==> src/core/pwd_pkg.sv <==
// Purpose: Constants, register map and decode helpers for the PWM block.
// Assumes: One 50 MHz clock, byte wide register port.
// Notes:   Shared by the top module and the channel module.
// What this block does
// - Each channel keeps a 10-bit duty value in two byte registers.
// - Channel 2 high byte holds duty bits 9..2; low byte bits 1..0.
// - Duty zero keeps the output low for the whole period.
// - High time equals duty over 1024 of the period.
// - New duty is buffered and applied only at period end.
// - Channel n shares its pin with general port bit n.
// - Select bit routes PWM to pin and takes over the port driver.
// - Reset clears all four select bits, pins return to port use.
// - Inhibit bit forces all enabled channel outputs low.
// - Inhibit bit also halts the shared 10-bit counter.
// - Reset clears the inhibit bit so the counter runs.
// - Wait mode leaves the outputs running unchanged.
// - Stop mode with inhibit clear freezes each output level.
// - Stop mode with inhibit set drives enabled pins low.
// - After stop the interrupted period resumes, not restarts.
// - One period lasts 2048 processor clocks.
`default_nettype none
package pwd_pkg;
   localparam int          ADDR_W         = 8;
   localparam int          DATA_W         = 8;
   localparam int          DUTY_W         = 10;
   localparam int          NCH            = 4;
   localparam int          PERIOD_CLKS    = 2048;
   localparam int          CLKS_PER_STEP  = PERIOD_CLKS / (2 ** DUTY_W);
   localparam logic [9:0]  CNT_MAX        = 10'h3ff;
   localparam logic [9:0]  DUTY_RST       = 10'h000;
   localparam logic [7:0]  OFF_DUTY_BASE  = 8'h25;
   localparam logic [7:0]  OFF_DUTY_END   = 8'h2d;
   localparam logic [7:0]  OFF_DUTY_LO_CH1 = 8'h28;
   localparam logic [7:0]  OFF_DUTY_HI_CH2 = 8'h29;
   localparam logic [7:0]  OFF_PIN_SEL    = 8'h2d;
   localparam logic [7:0]  OFF_CNT_STAT   = 8'h2e;
   localparam int          SEL_LSB        = 0;
   localparam int          INH_BIT        = 7;
   localparam logic [3:0]  SEL_RST        = 4'h0;
   localparam logic        INH_RST        = 1'b0;
   localparam logic [7:0]  RD_ZERO        = 8'h00;

   // Register lies inside the duty window
   function automatic logic duty_hit(input logic [7:0] a);
      return (a >= OFF_DUTY_BASE) && (a < OFF_DUTY_END);
   endfunction

   // Offset inside the window: bits 2..1 channel, bit 0 low byte
   function automatic logic [2:0] duty_idx(input logic [7:0] a);
      logic [7:0] d;
      d = a - OFF_DUTY_BASE;
      return d[2:0];
   endfunction
endpackage
`default_nettype wire

==> src/core/pwd_chan.sv <==
// Purpose: One modulator channel: active duty and compare output.
// Assumes: Counter and period strobe come from the top module.
// Notes:   Output is a flip-flop so the top sees a clean level.
`default_nettype none
module pwd_chan (
   // Clock and reset
   input  wire logic                       mclk,
   input  wire logic                       rstn,
   // Shared timing
   input  wire logic [pwd_pkg::DUTY_W-1:0] cnt,
   input  wire logic                       period_end,
   input  wire logic                       inhibit,
   input  wire logic                       stop_mode,
   // Buffered duty from software
   input  wire logic [pwd_pkg::DUTY_W-1:0] duty_buf,
   // Results
   output logic      [pwd_pkg::DUTY_W-1:0] duty_act,
   output logic                            pwm
);
   typedef struct packed {
      logic [pwd_pkg::DUTY_W-1:0] act;
      logic                       out;
   } pwd_chan_s;

   pwd_chan_s st_ff;
   pwd_chan_s nxt_st;

   always_comb begin
      nxt_st = st_ff;
      if (period_end) begin
         nxt_st.act = duty_buf;
      end
      if (inhibit) begin
         nxt_st.out = 1'b0;
      end else if (stop_mode) begin
         nxt_st.out = st_ff.out;
      end else begin
         nxt_st.out = (cnt < st_ff.act);
      end
   end

   always_ff @(posedge mclk or negedge rstn) begin
      if (!rstn) begin
         st_ff <= '{act: pwd_pkg::DUTY_RST, out: 1'b0};
      end else begin
         st_ff <= nxt_st;
      end
   end

   assign duty_act = st_ff.act;
   assign pwm      = st_ff.out;
endmodule
`default_nettype wire

==> src/core/pwd_top.sv <==
// Purpose: Four channel 10-bit PWM with shared port pins.
// Assumes: Byte register port, read data one cycle after strobe.
// Notes:   Stop mode input models the stopped oscillator.
`default_nettype none
module pwd_top (
   // Clock and reset
   input  wire logic        mclk,
   input  wire logic        rstn,
   // Register port
   input  wire logic [7:0]  addr,
   input  wire logic [7:0]  wr_data,
   input  wire logic        wr_en,
   input  wire logic        rd_en,
   output logic      [7:0]  rd_data,
   // Low power mode
   input  wire logic        stop_mode,
   // General port side of the shared pins
   input  wire logic [3:0]  gpio_out,
   input  wire logic [3:0]  gpio_oe,
   output logic      [3:0]  gpio_in,
   // Shared pins
   input  wire logic [3:0]  port_a_low_pins_in,
   output logic      [3:0]  port_a_low_pins_out,
   output logic      [3:0]  port_a_low_pins_oe
);
   localparam int NCH = pwd_pkg::NCH;
   localparam int DW  = pwd_pkg::DUTY_W;

   typedef struct packed {
      logic [NCH-1:0][DW-1:0] dbuf;
      logic [NCH-1:0]         sel;
      logic                   inh;
      logic                   div;
      logic [DW-1:0]          cnt;
      logic [7:0]             rdata;
      logic [NCH-1:0]         pin_out;
      logic [NCH-1:0]         pin_oe;
      logic [NCH-1:0]         pin_in;
   } pwd_top_s;

   pwd_top_s st_ff;
   pwd_top_s nxt_st;

   logic                   run;
   logic                   period_end;
   logic [NCH-1:0][DW-1:0] duty_act;
   logic [NCH-1:0]         chan_pwm;
   logic [2:0]             idx;
   logic [1:0]             ch;

   // Wait mode has no input here: the clock keeps running
   assign run        = !st_ff.inh && !stop_mode;
   assign period_end = run && st_ff.div &&
                       (st_ff.cnt == pwd_pkg::CNT_MAX);
   assign idx        = pwd_pkg::duty_idx(addr);
   assign ch         = idx[2:1];

   for (genvar n = 0; n < NCH; n++) begin : g_chan
      pwd_chan u_chan (
         .mclk       (mclk),
         .rstn       (rstn),
         .cnt        (st_ff.cnt),
         .period_end (period_end),
         .inhibit    (st_ff.inh),
         .stop_mode  (stop_mode),
         .duty_buf   (st_ff.dbuf[n]),
         .duty_act   (duty_act[n]),
         .pwm        (chan_pwm[n])
      );
   end

   always_comb begin
      nxt_st       = st_ff;
      nxt_st.rdata = pwd_pkg::RD_ZERO;

      // Divider and counter; stop or inhibit holds both in place
      if (run) begin
         nxt_st.div = !st_ff.div;
         if (st_ff.div) begin
            nxt_st.cnt = st_ff.cnt + 10'h001;
         end
      end

      // Writes land in the buffer only, never the active duty
      if (wr_en) begin
         if (pwd_pkg::duty_hit(addr)) begin
            if (idx[0]) begin
               nxt_st.dbuf[ch][1:0] = wr_data[1:0];
            end else begin
               nxt_st.dbuf[ch][9:2] = wr_data;
            end
         end else if (addr == pwd_pkg::OFF_PIN_SEL) begin
            nxt_st.sel = wr_data[pwd_pkg::SEL_LSB +: NCH];
            nxt_st.inh = wr_data[pwd_pkg::INH_BIT];
         end
      end

      // Read data stand in the single cycle after the strobe
      if (rd_en) begin
         if (pwd_pkg::duty_hit(addr)) begin
            if (idx[0]) begin
               nxt_st.rdata = {6'h00, st_ff.dbuf[ch][1:0]};
            end else begin
               nxt_st.rdata = st_ff.dbuf[ch][9:2];
            end
         end else if (addr == pwd_pkg::OFF_PIN_SEL) begin
            nxt_st.rdata = {st_ff.inh, 3'h0, st_ff.sel};
         end else if (addr == pwd_pkg::OFF_CNT_STAT) begin
            nxt_st.rdata = st_ff.cnt[9:2];
         end
      end

      // Pin mux; the port keeps its own bits when not selected
      for (int n = 0; n < NCH; n++) begin
         if (stop_mode) begin
            // Level frozen while stopped, except an inhibited pin
            if (st_ff.sel[n] && st_ff.inh) begin
               nxt_st.pin_out[n] = 1'b0;
            end
         end else if (st_ff.sel[n]) begin
            nxt_st.pin_out[n] = chan_pwm[n];
            nxt_st.pin_oe[n]  = 1'b1;
         end else begin
            nxt_st.pin_out[n] = gpio_out[n];
            nxt_st.pin_oe[n]  = gpio_oe[n];
         end
      end
      nxt_st.pin_in = port_a_low_pins_in;
   end

   always_ff @(posedge mclk or negedge rstn) begin
      if (!rstn) begin
         st_ff         <= '0;
         st_ff.sel     <= pwd_pkg::SEL_RST;
         st_ff.inh     <= pwd_pkg::INH_RST;
         st_ff.rdata   <= pwd_pkg::RD_ZERO;
      end else begin
         st_ff <= nxt_st;
      end
   end

   assign rd_data             = st_ff.rdata;
   assign gpio_in             = st_ff.pin_in;
   assign port_a_low_pins_out = st_ff.pin_out;
   assign port_a_low_pins_oe  = st_ff.pin_oe;
endmodule
`default_nettype wire

==> config.mk <==
export PLATFORM = sky130hd
export DESIGN_NAME = pwd_top
export DESIGN_NICKNAME = d
export VERILOG_FILES = /design/src/core/pwd_pkg.sv /design/src/core/pwd_chan.sv /design/src/core/pwd_top.sv
export SDC_FILE = /design/constraint.sdc
export NUM_CORES = 1
export LEC_CHECK = 0
export BUFFER_PORTS_ARGS = -buffer_cell sky130_fd_sc_hd__buf_2
export CAP_MARGIN = 20
export CORE_ASPECT_RATIO = 0.9
export CORE_MARGIN = 5
export CORE_UTILIZATION = 35
export DETAILED_ROUTE_END_ITERATION = 10
export PLACE_DENSITY_LB_ADDON = 0.05
export REMOVE_ABC_BUFFERS = 1
export SLEW_MARGIN = 20
export SYNTH_ARGS = -nofsm -noshare
export SYNTH_HDL_FRONTEND = slang
export SYNTH_HIERARCHICAL = 1
export SYNTH_SLANG_ARGS = --single-unit
==> constraint.sdc <==
create_clock -name mclk -period 3.7 [get_ports mclk]
set_input_delay 0.555 -clock mclk [delete_from_list [all_inputs] [get_ports mclk]]
set_output_delay 0.555 -clock mclk [all_outputs]
set_load 0.03 [all_outputs]
==> results of run 1 <==
worst min-delay path by stage:
stage	cells past startpoint	startpoint	to	slack [ns]
2_1_floorplan	0	rstn	g_chan[0].u_chan/duty_act[0]$_DFFE_PN0P_	0.26
3_3_place_gp	1	st_ff[30]$_DFFE_PN0P_	st_ff[30]$_DFFE_PN0P_	0.45
3_5_place_dp	1	st_ff[30]$_DFFE_PN0P_	st_ff[30]$_DFFE_PN0P_	0.46
4_1_cts	1	rstn	port_a_low_pins_oe[3]$_DFFE_PN0N_	0.11
5_1_grt	1	rstn	g_chan[0].u_chan/pwm$_DFFE_PN0P_	0.14
6_report	1	rstn	g_chan[0].u_chan/pwm$_DFFE_PN0P_	0.10
cell usage after synthesis, types with 5 or more instances:
cell | n | area [um2]
nand4_1 | 18 | 113
nand2b_1 | 10 | 62.6
nor2_1 | 15 | 56.3
a21oi_2 | 5 | 43.8
nand3b_1 | 8 | 60.1
xnor2_1 | 5 | 43.8
a211oi_1 | 5 | 37.5
xor2_1 | 5 | 43.8
nand2_1 | 67 | 251
buf_4 | 22 | 165
nor3b_1 | 9 | 67.6
nand3_1 | 6 | 30.0
ha_1 | 40 | 500
a21oi_1 | 22 | 110
mux2_2 | 51 | 574
nor3_1 | 8 | 40.0
o21ai_0 | 49 | 245
inv_1 | 41 | 154
o21ai_1 | 8 | 40.0
dfrtp_1 | 120 | 3000
mux2i_1 | 12 | 120
clkbuf_1 | 9 | 33.8
layer usage:
| metal | global-route usage (%) | vias to the layer above | share of wire (%) |
|---|---|---|---|
| li1 | - | 2156 | - |
| met1 | 24.3 | 2266 | 52 |
| met2 | 24.9 | 72 | 43 |
| met3 | 4.24 | 7 | 3.9 |
| met4 | 3.80 | 0 | 0.57 |
| met5 | 0 | - | 0 |
cell usage in the layout, fill, tap and decap left out, types with 5 or more instances in the layout:
cell | Yosys | final
inv_1 | 41 | 41
nor3_1 | 8 | 7
mux2_2 | 51 | 51
nand2_1 | 67 | 67
clkbuf_16 | 0 | 17
nand3b_1 | 8 | 8
a21oi_1 | 22 | 22
nand2b_1 | 10 | 10
a21oi_2 | 5 | 5
xnor2_1 | 5 | 5
xor2_1 | 5 | 5
nor2_1 | 15 | 15
o21ai_0 | 49 | 49
nand4_1 | 18 | 18
mux2i_1 | 12 | 12
nand3_1 | 6 | 6
nor3b_1 | 9 | 9
dfrtp_1 | 120 | 120
ha_1 | 40 | 40
a211oi_1 | 5 | 5
buf_4 | 22 | 7
buf_2 | 4 | 51
o21ai_1 | 8 | 8
report_power, final:
part           internal (uW)  switching, uW  total [uW]
sequential              1390            172        1570
clock                   1190            580        1770
combinational            197            258         455
layout make-up:
class | instances | area [um2]
Timing Repair Buffer | 60 | 348
Sequential cell | 120 | 3000
Multi-Input combinational cell | 392 | 3000
Clock inverter | 8 | 143
Clock buffer | 23 | 488
Fill cell | 1763 | 10800
Inverter | 41 | 154
Tap cell | 245 | 307
cell families after synthesis:
kind of cell,count (synthesis)
simple gates,157
flops,120
compound gates,116
buf+inv,84
mux,67
fa+ha+maj,40
xor+xnor,12
through the flow:
step / cell area, um2 / worst slack, ns / hold WS, ns
floorplan: 6150 / -1.39 / 0.259
global placement: 6810 / 0.665 / 0.447
detailed placement: 6810 / 0.630 / 0.458
CTS: 7440 / 1.07 / 0.113
global route: 7440 / 0.942 / 0.140
finish: 7440 / 1.10 / 0.102
flip-flops by register name, indices dropped and copies added (netlist names):
signal / count
port_a_low_pins_oe: 4
rd_data: 8
port_a_low_pins_out: 4
gpio_in: 4
st_ff: 56
g_chan.u_chan/pwm: 4
g_chan.u_chan/duty_act: 40
==> impl_metrics.env, run 1 <==
export IMPL_synth_top_family_by_area="simple AND/OR/NAND/NOR gates"
export IMPL_cts_sinks=120
export IMPL_setup_tns_ns=0
export IMPL_numCtsBuffers=17
export IMPL_endpoint_kind="flop"
export IMPL_reg2reg_from="st_ff[31]$_DFFE_PN0P_"
export IMPL_worst_path_max_fanout=26
export IMPL_dr_pass1_iters=5
export IMPL_min_period_ns=2.60
export IMPL_wire_per_inst_um=19.2
export IMPL_die_h_um=139
export IMPL_cts_tree="built"
export IMPL_yosys_area_share_simple_pct=13.8
export IMPL_critPathSlowestCell="nor4_4"
export IMPL_maxCapViolCount=0
export IMPL_start_util_pct=35.3
export IMPL_die_area_um2=21200
export IMPL_clock_root_buffer="clkbuf_16"
export IMPL_grt_overflow=0
export IMPL_drc=0
export IMPL_cp_arrival_ns=2.90
export IMPL_track_usage_pct=16.6
export IMPL_hold_viol=0
export IMPL_path_clk_slew_ns=0.06
export IMPL_setup_viol=0
export IMPL_grt_pass1_wl_um=27200
export IMPL_cp_depth=7
export IMPL_crit_type="input pin to flop"
export IMPL_num_rows=47
export IMPL_drive_gt1_share_pct=25.0
export IMPL_clk_latency_ns=0.41
export IMPL_antenna_cells_inserted=0
export IMPL_hp_class="input pin to asynchronous set/reset pin"
export IMPL_slowest_delay_ns=0.52
export IMPL_antenna_found_initial=0
export IMPL_core_um2=18200
export IMPL_utilization_pct=40.8
export IMPL_rr_endpoint="g_chan[1].u_chan/duty_act[0]$_DFFE_PN0P_"
export IMPL_crit_start="addr[0]"
export IMPL_ff2ff_setup_slack_ns=1.26
export IMPL_final_cell_count_no_fill=889
export IMPL_syn_to_final_growth_pct=15.6
export IMPL_reg2reg_depth=5
export IMPL_synth_area_um2=6430
export IMPL_hold_buffers=0
export IMPL_first_global_vias=4612
export IMPL_worst_path_buf_inv=2
export IMPL_drt_total_wl_um=17100
export IMPL_synth_mux_area_fraction_pct=12.0
export IMPL_ir_drop_uv=304
export IMPL_nets=705
export IMPL_worst_clock_skew_ns=0.00800
export IMPL_ys_warn_count=6
export IMPL_max_freq_mhz=384
export IMPL_cp_start_kind="input pin"
export IMPL_io_buffers=52
export IMPL_placed_cells=858
export IMPL_cts_buffer_depth=2
export IMPL_p_leak_uw=0.00362
export IMPL_tightest_slew_ns=0.709
export IMPL_crit_path_end="st_ff[43]$_DFFE_PN0P_"
export IMPL_async_flop_share_pct=100
export IMPL_cp_cell_sequence="buf_2 > inv_1 > ha_1 > xor2_2 > nand3_1 > nor4_4 > mux2_2"
export IMPL_ant_nets=0
export IMPL_outcome="finished clean"
export IMPL_synth_edf_count=0
export IMPL_syn_avg_cell_area_um2=10.8
export IMPL_path_delay_family="simple AND/OR/NAND/NOR gates"
export IMPL_place_hpwl_um=12500
export IMPL_post_route_period_util_pct=70.3
export IMPL_slew_headroom_pct=52.7
export IMPL_finalPower_uw=3790
export IMPL_post_cts_setup_buffers=0
export IMPL_drt_iter0_markers=220
export IMPL_htreeDepth=4
export IMPL_via_per_inst=5.06
export IMPL_synth_ff_type="dfrtp_1"
export IMPL_dieWidth_um=153
export IMPL_vias=4501
export IMPL_crit_required_ns=4.00
export IMPL_rsz0062_at_grt="false"
export IMPL_synthXorXnorAreaFrac_pct=1.87
export IMPL_synth_seq_cells=120
export IMPL_ioPinCount=53
export IMPL_synth_cell_type_count=49
export IMPL_grt_max_degree=86
export IMPL_post_cts_resized=0
export IMPL_synth_seq_area_share_pct=46.7
export IMPL_slew_viol_final=0
export IMPL_gp_congestion=0.774
export IMPL_powerDensity_nw_per_um2=510
export IMPL_synth_compound_area_share_pct=11.0
export IMPL_synthCells=596
export IMPL_synthAdderAreaFrac_pct=7.78
Note: power is estimated with default switching activity, not from simulation.
==> run 2, diff against run 1 <==
--- a/config.mk
+++ b/config.mk
@@ -5,6 +5,7 @@
 export SDC_FILE = /design/constraint.sdc
 export NUM_CORES = 1
 export LEC_CHECK = 0
+export ABC_AREA = 1
 export BUFFER_PORTS_ARGS = -buffer_cell sky130_fd_sc_hd__buf_2
 export CAP_MARGIN = 20
 export CORE_ASPECT_RATIO = 0.9
==> constraint.sdc (replaced) <==
create_clock -name mclk -period 2.6 [get_ports mclk]
set_input_delay 0.39 -clock mclk [delete_from_list [all_inputs] [get_ports mclk]]
set_output_delay 0.39 -clock mclk [all_outputs]
set_load 0.03 [all_outputs]
==> impl_metrics.env, run 2 <==
export IMPL_drive_gt1_share_pct=14.0
export IMPL_syn_to_final_growth_pct=16.4
export IMPL_synth_area_leader_cell="dfrtp_1"
export IMPL_pwr_share_comb_pct=13.2
export IMPL_cts_sinks=120
export IMPL_core_um2=19100
export IMPL_first_global_vias=5634
export IMPL_max_freq_mhz=470
export IMPL_synthCells=885
export IMPL_cp_start_kind="flop"
export IMPL_setup_tns_ns=0
export IMPL_place_hpwl_um=14900
export IMPL_via_per_inst=4.75
export IMPL_pwr_share_seq_pct=38.7
export IMPL_rsz0062_at_grt="false"
export IMPL_mostFrequentLayoutCell="nand2_1"
export IMPL_track_usage_pct=18.8
export IMPL_synth_edf_count=0
export IMPL_placed_cells=1162
export IMPL_maxCapViolCount=0
export IMPL_syn_avg_cell_area_um2=7.65
export IMPL_hold_buffers=1
export IMPL_p_switching_uw=1530
export IMPL_gp_congestion=0.863
export IMPL_powerDensity_nw_per_um2=707
export IMPL_slew_headroom_pct=63.3
export IMPL_die_area_um2=22200
export IMPL_io_buffers=52
export IMPL_die_h_um=142
export IMPL_setup_viol=0
export IMPL_path_clk_slew_ns=0.06
export IMPL_synth_ff_type="dfrtp_1"
export IMPL_numCtsBuffers=17
export IMPL_dieWidth_um=157
export IMPL_worst_path_max_fanout=16
export IMPL_p_clk_share_pct=48.1
export IMPL_synth_seq_cells=120
export IMPL_ant_nets=0
export IMPL_fin_ws_ns=0.472
export IMPL_grt_max_degree=49
export IMPL_nets=1005
export IMPL_slew_viol_final=0
export IMPL_reg2reg_from="st_ff[24]$_DFFE_PN0P_"
export IMPL_p_int_uw=4040
export IMPL_synthTopCellsByArea="dfrtp_1 44%, nand2_1 18%, ha_1 7.4%"
export IMPL_mostFrequentLayoutCells="323 x nand2_1, 120 x dfrtp_1, 106 x inv_1"
export IMPL_tightest_slew_ns=0.549
export IMPL_p_leak_uw=0.00436
export IMPL_cts_buffer_depth=2
export IMPL_async_flop_share_pct=100
export IMPL_outcome="finished clean"
export IMPL_synth_common_cells="323 x nand2_1, 120 x dfrtp_1, 106 x inv_1"
export IMPL_clk_latency_ns=0.42
export IMPL_slowest_delay_ns=0.63
export IMPL_place_ws_ns=0.345
export IMPL_path_common_cell="nand2_1"
export IMPL_hold_start="port_a_low_pins_in[2]"
export IMPL_critPathSlowestCell="dfrtp_1"
export IMPL_post_cts_resized=0
export IMPL_top_register="st_ff"
export IMPL_cp_arrival_ns=2.43
export IMPL_drc=0
export IMPL_drt_total_wl_um=19900
export IMPL_antenna_cells_inserted=0
export IMPL_wire_per_inst_um=16.7
export IMPL_final_cell_count_no_fill=1194
export IMPL_whs_ns=0.0753
export IMPL_post_route_period_util_pct=81.8
export IMPL_htreeDepth=4
export IMPL_antenna_found_initial=0
export IMPL_cp_cell_sequence="nand2_1 > nor3_1 > nand2_1 > nor4_2 > buf_4 > mux2_2"
export IMPL_post_cts_setup_buffers=0
export IMPL_hold_viol=0
export IMPL_crit_required_ns=2.90
export IMPL_start_util_pct=35.4
export IMPL_ir_drop_uv=421
export IMPL_vias=5675
export IMPL_worst_path_buf_inv=1
export IMPL_endpoint_kind="flop"
export IMPL_swShare_pct=27.5
export IMPL_largest_reg_flops=56
export IMPL_worst_clock_skew_ns=0.00998
export IMPL_ys_warn_count=6
export IMPL_crit_type="flop to flop"
export IMPL_hp_class="input pin to flop"
export IMPL_min_period_ns=2.13
export IMPL_crit_start="st_ff[24]$_DFFE_PN0P_"
export IMPL_ioPinCount=53
export IMPL_synth_seq_area_share_pct=44.4
export IMPL_grt_pass1_wl_um=31800
export IMPL_clock_root_buffer="clkbuf_16"
export IMPL_netlist_area_leader_share_pct=44.4
export IMPL_drt_iter0_markers=400
export IMPL_yosysMostFrequentCell="nand2_1"
export IMPL_path_delay_family="simple AND/OR/NAND/NOR gates"
export IMPL_grt_overflow=0
export IMPL_synth_area_um2=6770
export IMPL_cts_tree="built"
export IMPL_dr_pass1_iters=5
export IMPL_synth_cell_type_count=29
export IMPL_num_rows=48
export IMPL_utilization_pct=41.3
## run 2: cell count changes after synthesis, sizes merged, moves of 10 or more
cell    delta
nor3b     -10
nor2      +39
mux2i     -12
inv       +66
nand4     -17
nand2    +263
buf       +16
clkbuf    -12
nand2b    -11
mux2      -48
nand3     +67
## run 2: cell families after synthesis
logic type	synth area share, %
multiplexers	0.665
AO/OA/AOI/OAI	7.10
XOR/XNOR	1.03
adder cells (fa/ha/maj)	7.39
AND/OR/NAND/NOR	28.8
buffers and inverters	10.6
flip-flops	44.4
## run 2: final timing paths
check	end	slack [ns]	cells after the start
setup / recovery	g_chan[2].u_chan/duty_act[0]$_DFFE_PN0P_	0.47	6
hold / removal	gpio_in[2]$_DFF_PN0_	0.08	1
hold reg to reg	port_a_low_pins_oe[2]$_DFFE_PN0N_	0.47	2
setup reg to reg	g_chan[2].u_chan/duty_act[0]$_DFFE_PN0P_	0.47	6
min in group asynchronous	g_chan[3].u_chan/duty_act[8]$_DFFE_PN0P_	0.49	2
max in group asynchronous	st_ff[47]$_DFFE_PN0P_	1.39	3
## run 2: metal layers
metal | wire length [um] | global-route usage, % | vias to the layer above
li1 | - | - | 2852
met1 | 10400 | 28.5 | 2693
met2 | 8600 | 27.5 | 116
met3 | 687 | 3.92 | 14
met4 | 262 | 4.61 | 0
met5 | 0 | 0 | -
## run 2: final cells by class
| class | count | area, um2 |
|---|---|---|
| Fill cell | 1969 | 11200 |
| Clock inverter | 8 | 165 |
| Multi-Input combinational cell | 611 | 3050 |
| Timing Repair Buffer | 75 | 450 |
| Clock buffer | 23 | 498 |
| Sequential cell | 120 | 3000 |
| Tap cell | 250 | 313 |
| Inverter | 107 | 402 |
## run 2: worst register-to-register path, cell delays in order (launching register included)
cell and delay (ns):
dfrtp_1 0.63, nand2_1 0.13, nor3_1 0.22, nand2_1 0.12, nor4_2 0.24, buf_4 0.30, mux2_2 0.37
## run 2: power groups by stage
stage               combinational, uW  clock (uW)  sequential [uW]
global route                      854        2810             2180
detailed placement                743           0             2190
finish                            737        2680             2160
global placement                  723           0             2190
CTS                               749        2720             2160
floorplan                         390           0             2150
## run 2: per-stage QoR
| stage | area [um2] | power (uW) |
|---|---|---|
| floorplan | 6450 | 2540 |
| global placement | 7210 | 2910 |
| detailed placement | 7210 | 2930 |
| CTS | 7880 | 5630 |
| global route | 7880 | 5840 |
| finish | 7880 | 5570 |
==> run 3, diff against run 2 <==
==> constraint.sdc (replaced) <==
create_clock -name mclk -period 2 [get_ports mclk]
set_input_delay 0.3 -clock mclk [delete_from_list [all_inputs] [get_ports mclk]]
set_output_delay 0.3 -clock mclk [all_outputs]
set_load 0.03 [all_outputs]
==> impl_metrics.env, run 3 (synthesized netlist as in run 2, its figures left out) <==
export IMPL_outcome="finished clean"
export IMPL_grt_max_degree=54
export IMPL_slew_viol_final=0
export IMPL_cts_tree="built"
export IMPL_nets=1021
export IMPL_fillers=1977
export IMPL_track_usage_pct=18.7
export IMPL_wl_met3_um=893
export IMPL_crit_required_ns=2.31
export IMPL_clk_latency_ns=0.44
export IMPL_gp_congestion=0.832
export IMPL_antenna_cells_inserted=0
export IMPL_core_um2=19100
export IMPL_p_leak_uw=0.00443
export IMPL_placed_cells=1173
export IMPL_cp_cell_sequence="ha_1 > inv_1 > nor2_1 > nand2_1 > nor4_2 > buf_6 > buf_12 > mux2_2"
export IMPL_dieWidth_um=157
export IMPL_largest_reg_flops=56
export IMPL_dr_pass1_iters=5
export IMPL_whs_ns=0.0861
export IMPL_utilization_pct=42.2
export IMPL_via_per_inst=4.76
export IMPL_drt_iter0_markers=266
export IMPL_numCtsBuffers=17
export IMPL_drc=0
export IMPL_hold_viol=0
export IMPL_clock_root_buffer="clkbuf_16"
export IMPL_die_area_um2=22200
export IMPL_antenna_found_initial=0
export IMPL_slew_headroom_pct=73.3
export IMPL_drt_total_wl_um=19700
export IMPL_worst_clock_skew_ns=0.0214
export IMPL_rsz0062_at_grt="false"
export IMPL_stdcell_area_um2=8060
export IMPL_mostFrequentLayoutCell="nand2_1"
export IMPL_cts_sinks=120
export IMPL_powerDensity_nw_per_um2=904
export IMPL_syn_to_final_growth_pct=19.1
export IMPL_drive_gt1_share_pct=15.0
export IMPL_mostFrequentLayoutCells="323 x nand2_1, 120 x dfrtp_1, 106 x inv_1"
export IMPL_endpoint_kind="flop"
export IMPL_final_cell_count_no_fill=1211
export IMPL_dpl_cell_area_um2=7340
export IMPL_min_period_ns=1.82
export IMPL_setup_viol=0
export IMPL_maxCapViolCount=0
export IMPL_ioPinCount=53
export IMPL_max_freq_mhz=551
export IMPL_top_register="st_ff"
export IMPL_cts_buffer_depth=2
export IMPL_cp_start_kind="flop"
export IMPL_crit_type="flop to flop"
export IMPL_hp_class="input pin to flop"
export IMPL_first_global_vias=5716
export IMPL_wire_per_inst_um=16.3
export IMPL_slowest_delay_ns=0.35
export IMPL_wl_met2_um=8710
export IMPL_cp_arrival_ns=2.13
export IMPL_ir_drop_uv=587
export IMPL_htreeDepth=4
export IMPL_vias=5770
export IMPL_path_clk_slew_ns=0.06
export IMPL_critPathSlowestCell="dfrtp_1"
export IMPL_grt_pass1_wl_um=31700
export IMPL_worst_path_max_fanout=12
export IMPL_grt_overflow=0
export IMPL_num_rows=48
export IMPL_finalPower_uw=7290
export IMPL_wl_met1_um=9860
export IMPL_io_buffers=52
export IMPL_place_hpwl_um=14900
export IMPL_post_route_period_util_pct=90.8
export IMPL_top_layer="met4"
export IMPL_start_util_pct=35.4
export IMPL_tightest_slew_ns=0.400
export IMPL_ant_nets=0
export IMPL_die_h_um=142
run 3: changes by cell type in the layout (fill, tap and decap cells not counted), sizes merged:
cell         delta
buf            +12
dlygate4sd3     +4
clkbuf          -3
clkinv          +3
clkinvlp        +1
run 3: stage by stage:
step | setup TNS [ns] | worst slack [ns]
after floorplan | -178.29 | -4.34
after global placement | 0 | 0.165
after detailed placement | 0 | 0.134
after CTS | 0 | 0.124
after global routing | 0 | 0.0557
final | 0 | 0.185
run 3: worst paths after layout:
path	startpoint	to	slack [ns]	depth (start not counted)
setup / recovery	st_ff[20]$_DFFE_PN0P_	g_chan[3].u_chan/duty_act[0]$_DFFE_PN0P_	0.18	8
hold / removal	gpio_oe[0]	port_a_low_pins_oe[0]$_DFFE_PN0N_	0.09	3
setup reg to reg	st_ff[20]$_DFFE_PN0P_	g_chan[3].u_chan/duty_act[0]$_DFFE_PN0P_	0.18	8
min in group asynchronous	rstn	g_chan[1].u_chan/duty_act[8]$_DFFE_PN0P_	0.23	2
max in group asynchronous	rstn	st_ff[56]$_DFFE_PN0P_	1.27	3
hold reg to reg	port_a_low_pins_oe[2]$_DFFE_PN0N_	port_a_low_pins_oe[2]$_DFFE_PN0N_	0.48	2
run 3: layer usage:
metal | global-route usage, % | up-vias
met5 | 0 | -
met3 | 3.98 | 16
met4 | 5.43 | 0
met1 | 27.3 | 2746
met2 | 28.1 | 124
li1 | - | 2884
run 3: cell type report:
class | instances | area [um2] | share of cell area, %
well taps | 250 | 313 | 3.88
inverters | 107 | 402 | 4.98
clock buffers | 20 | 447 | 5.54
flip-flops and latches | 120 | 3000 | 37.2
clock inverters | 12 | 199 | 2.47
repair buffers | 91 | 647 | 8.02
multi-input cells | 611 | 3050 | 37.9
run 3: critical path, delay by kind of cell (launching register included):
| family | cells | cell delay [ns] |
|---|---|---|
| buffers and inverters | 3 | 0.37 |
| and+or+nand+nor | 3 | 0.45 |
| muxes | 1 | 0.33 |
| DFF | 1 | 0.35 |
| adders and majority gates | 1 | 0.18 |
run 3: what timing repair did:
| action | CTS | global route |
|---|---|---|
| hold buffers | 5 | 0 |
| gates resized for setup | 0 | 1 |
| setup buffers | 0 | 1 |
| endpoints found under the setup margin | 0 | 2 |
| endpoints found under the hold margin | 124 | 0 |
run 3: power by group:
group	switching, uW	internal [uW]
combinational	826	415
sequential	102	2560
clock	1140	2240
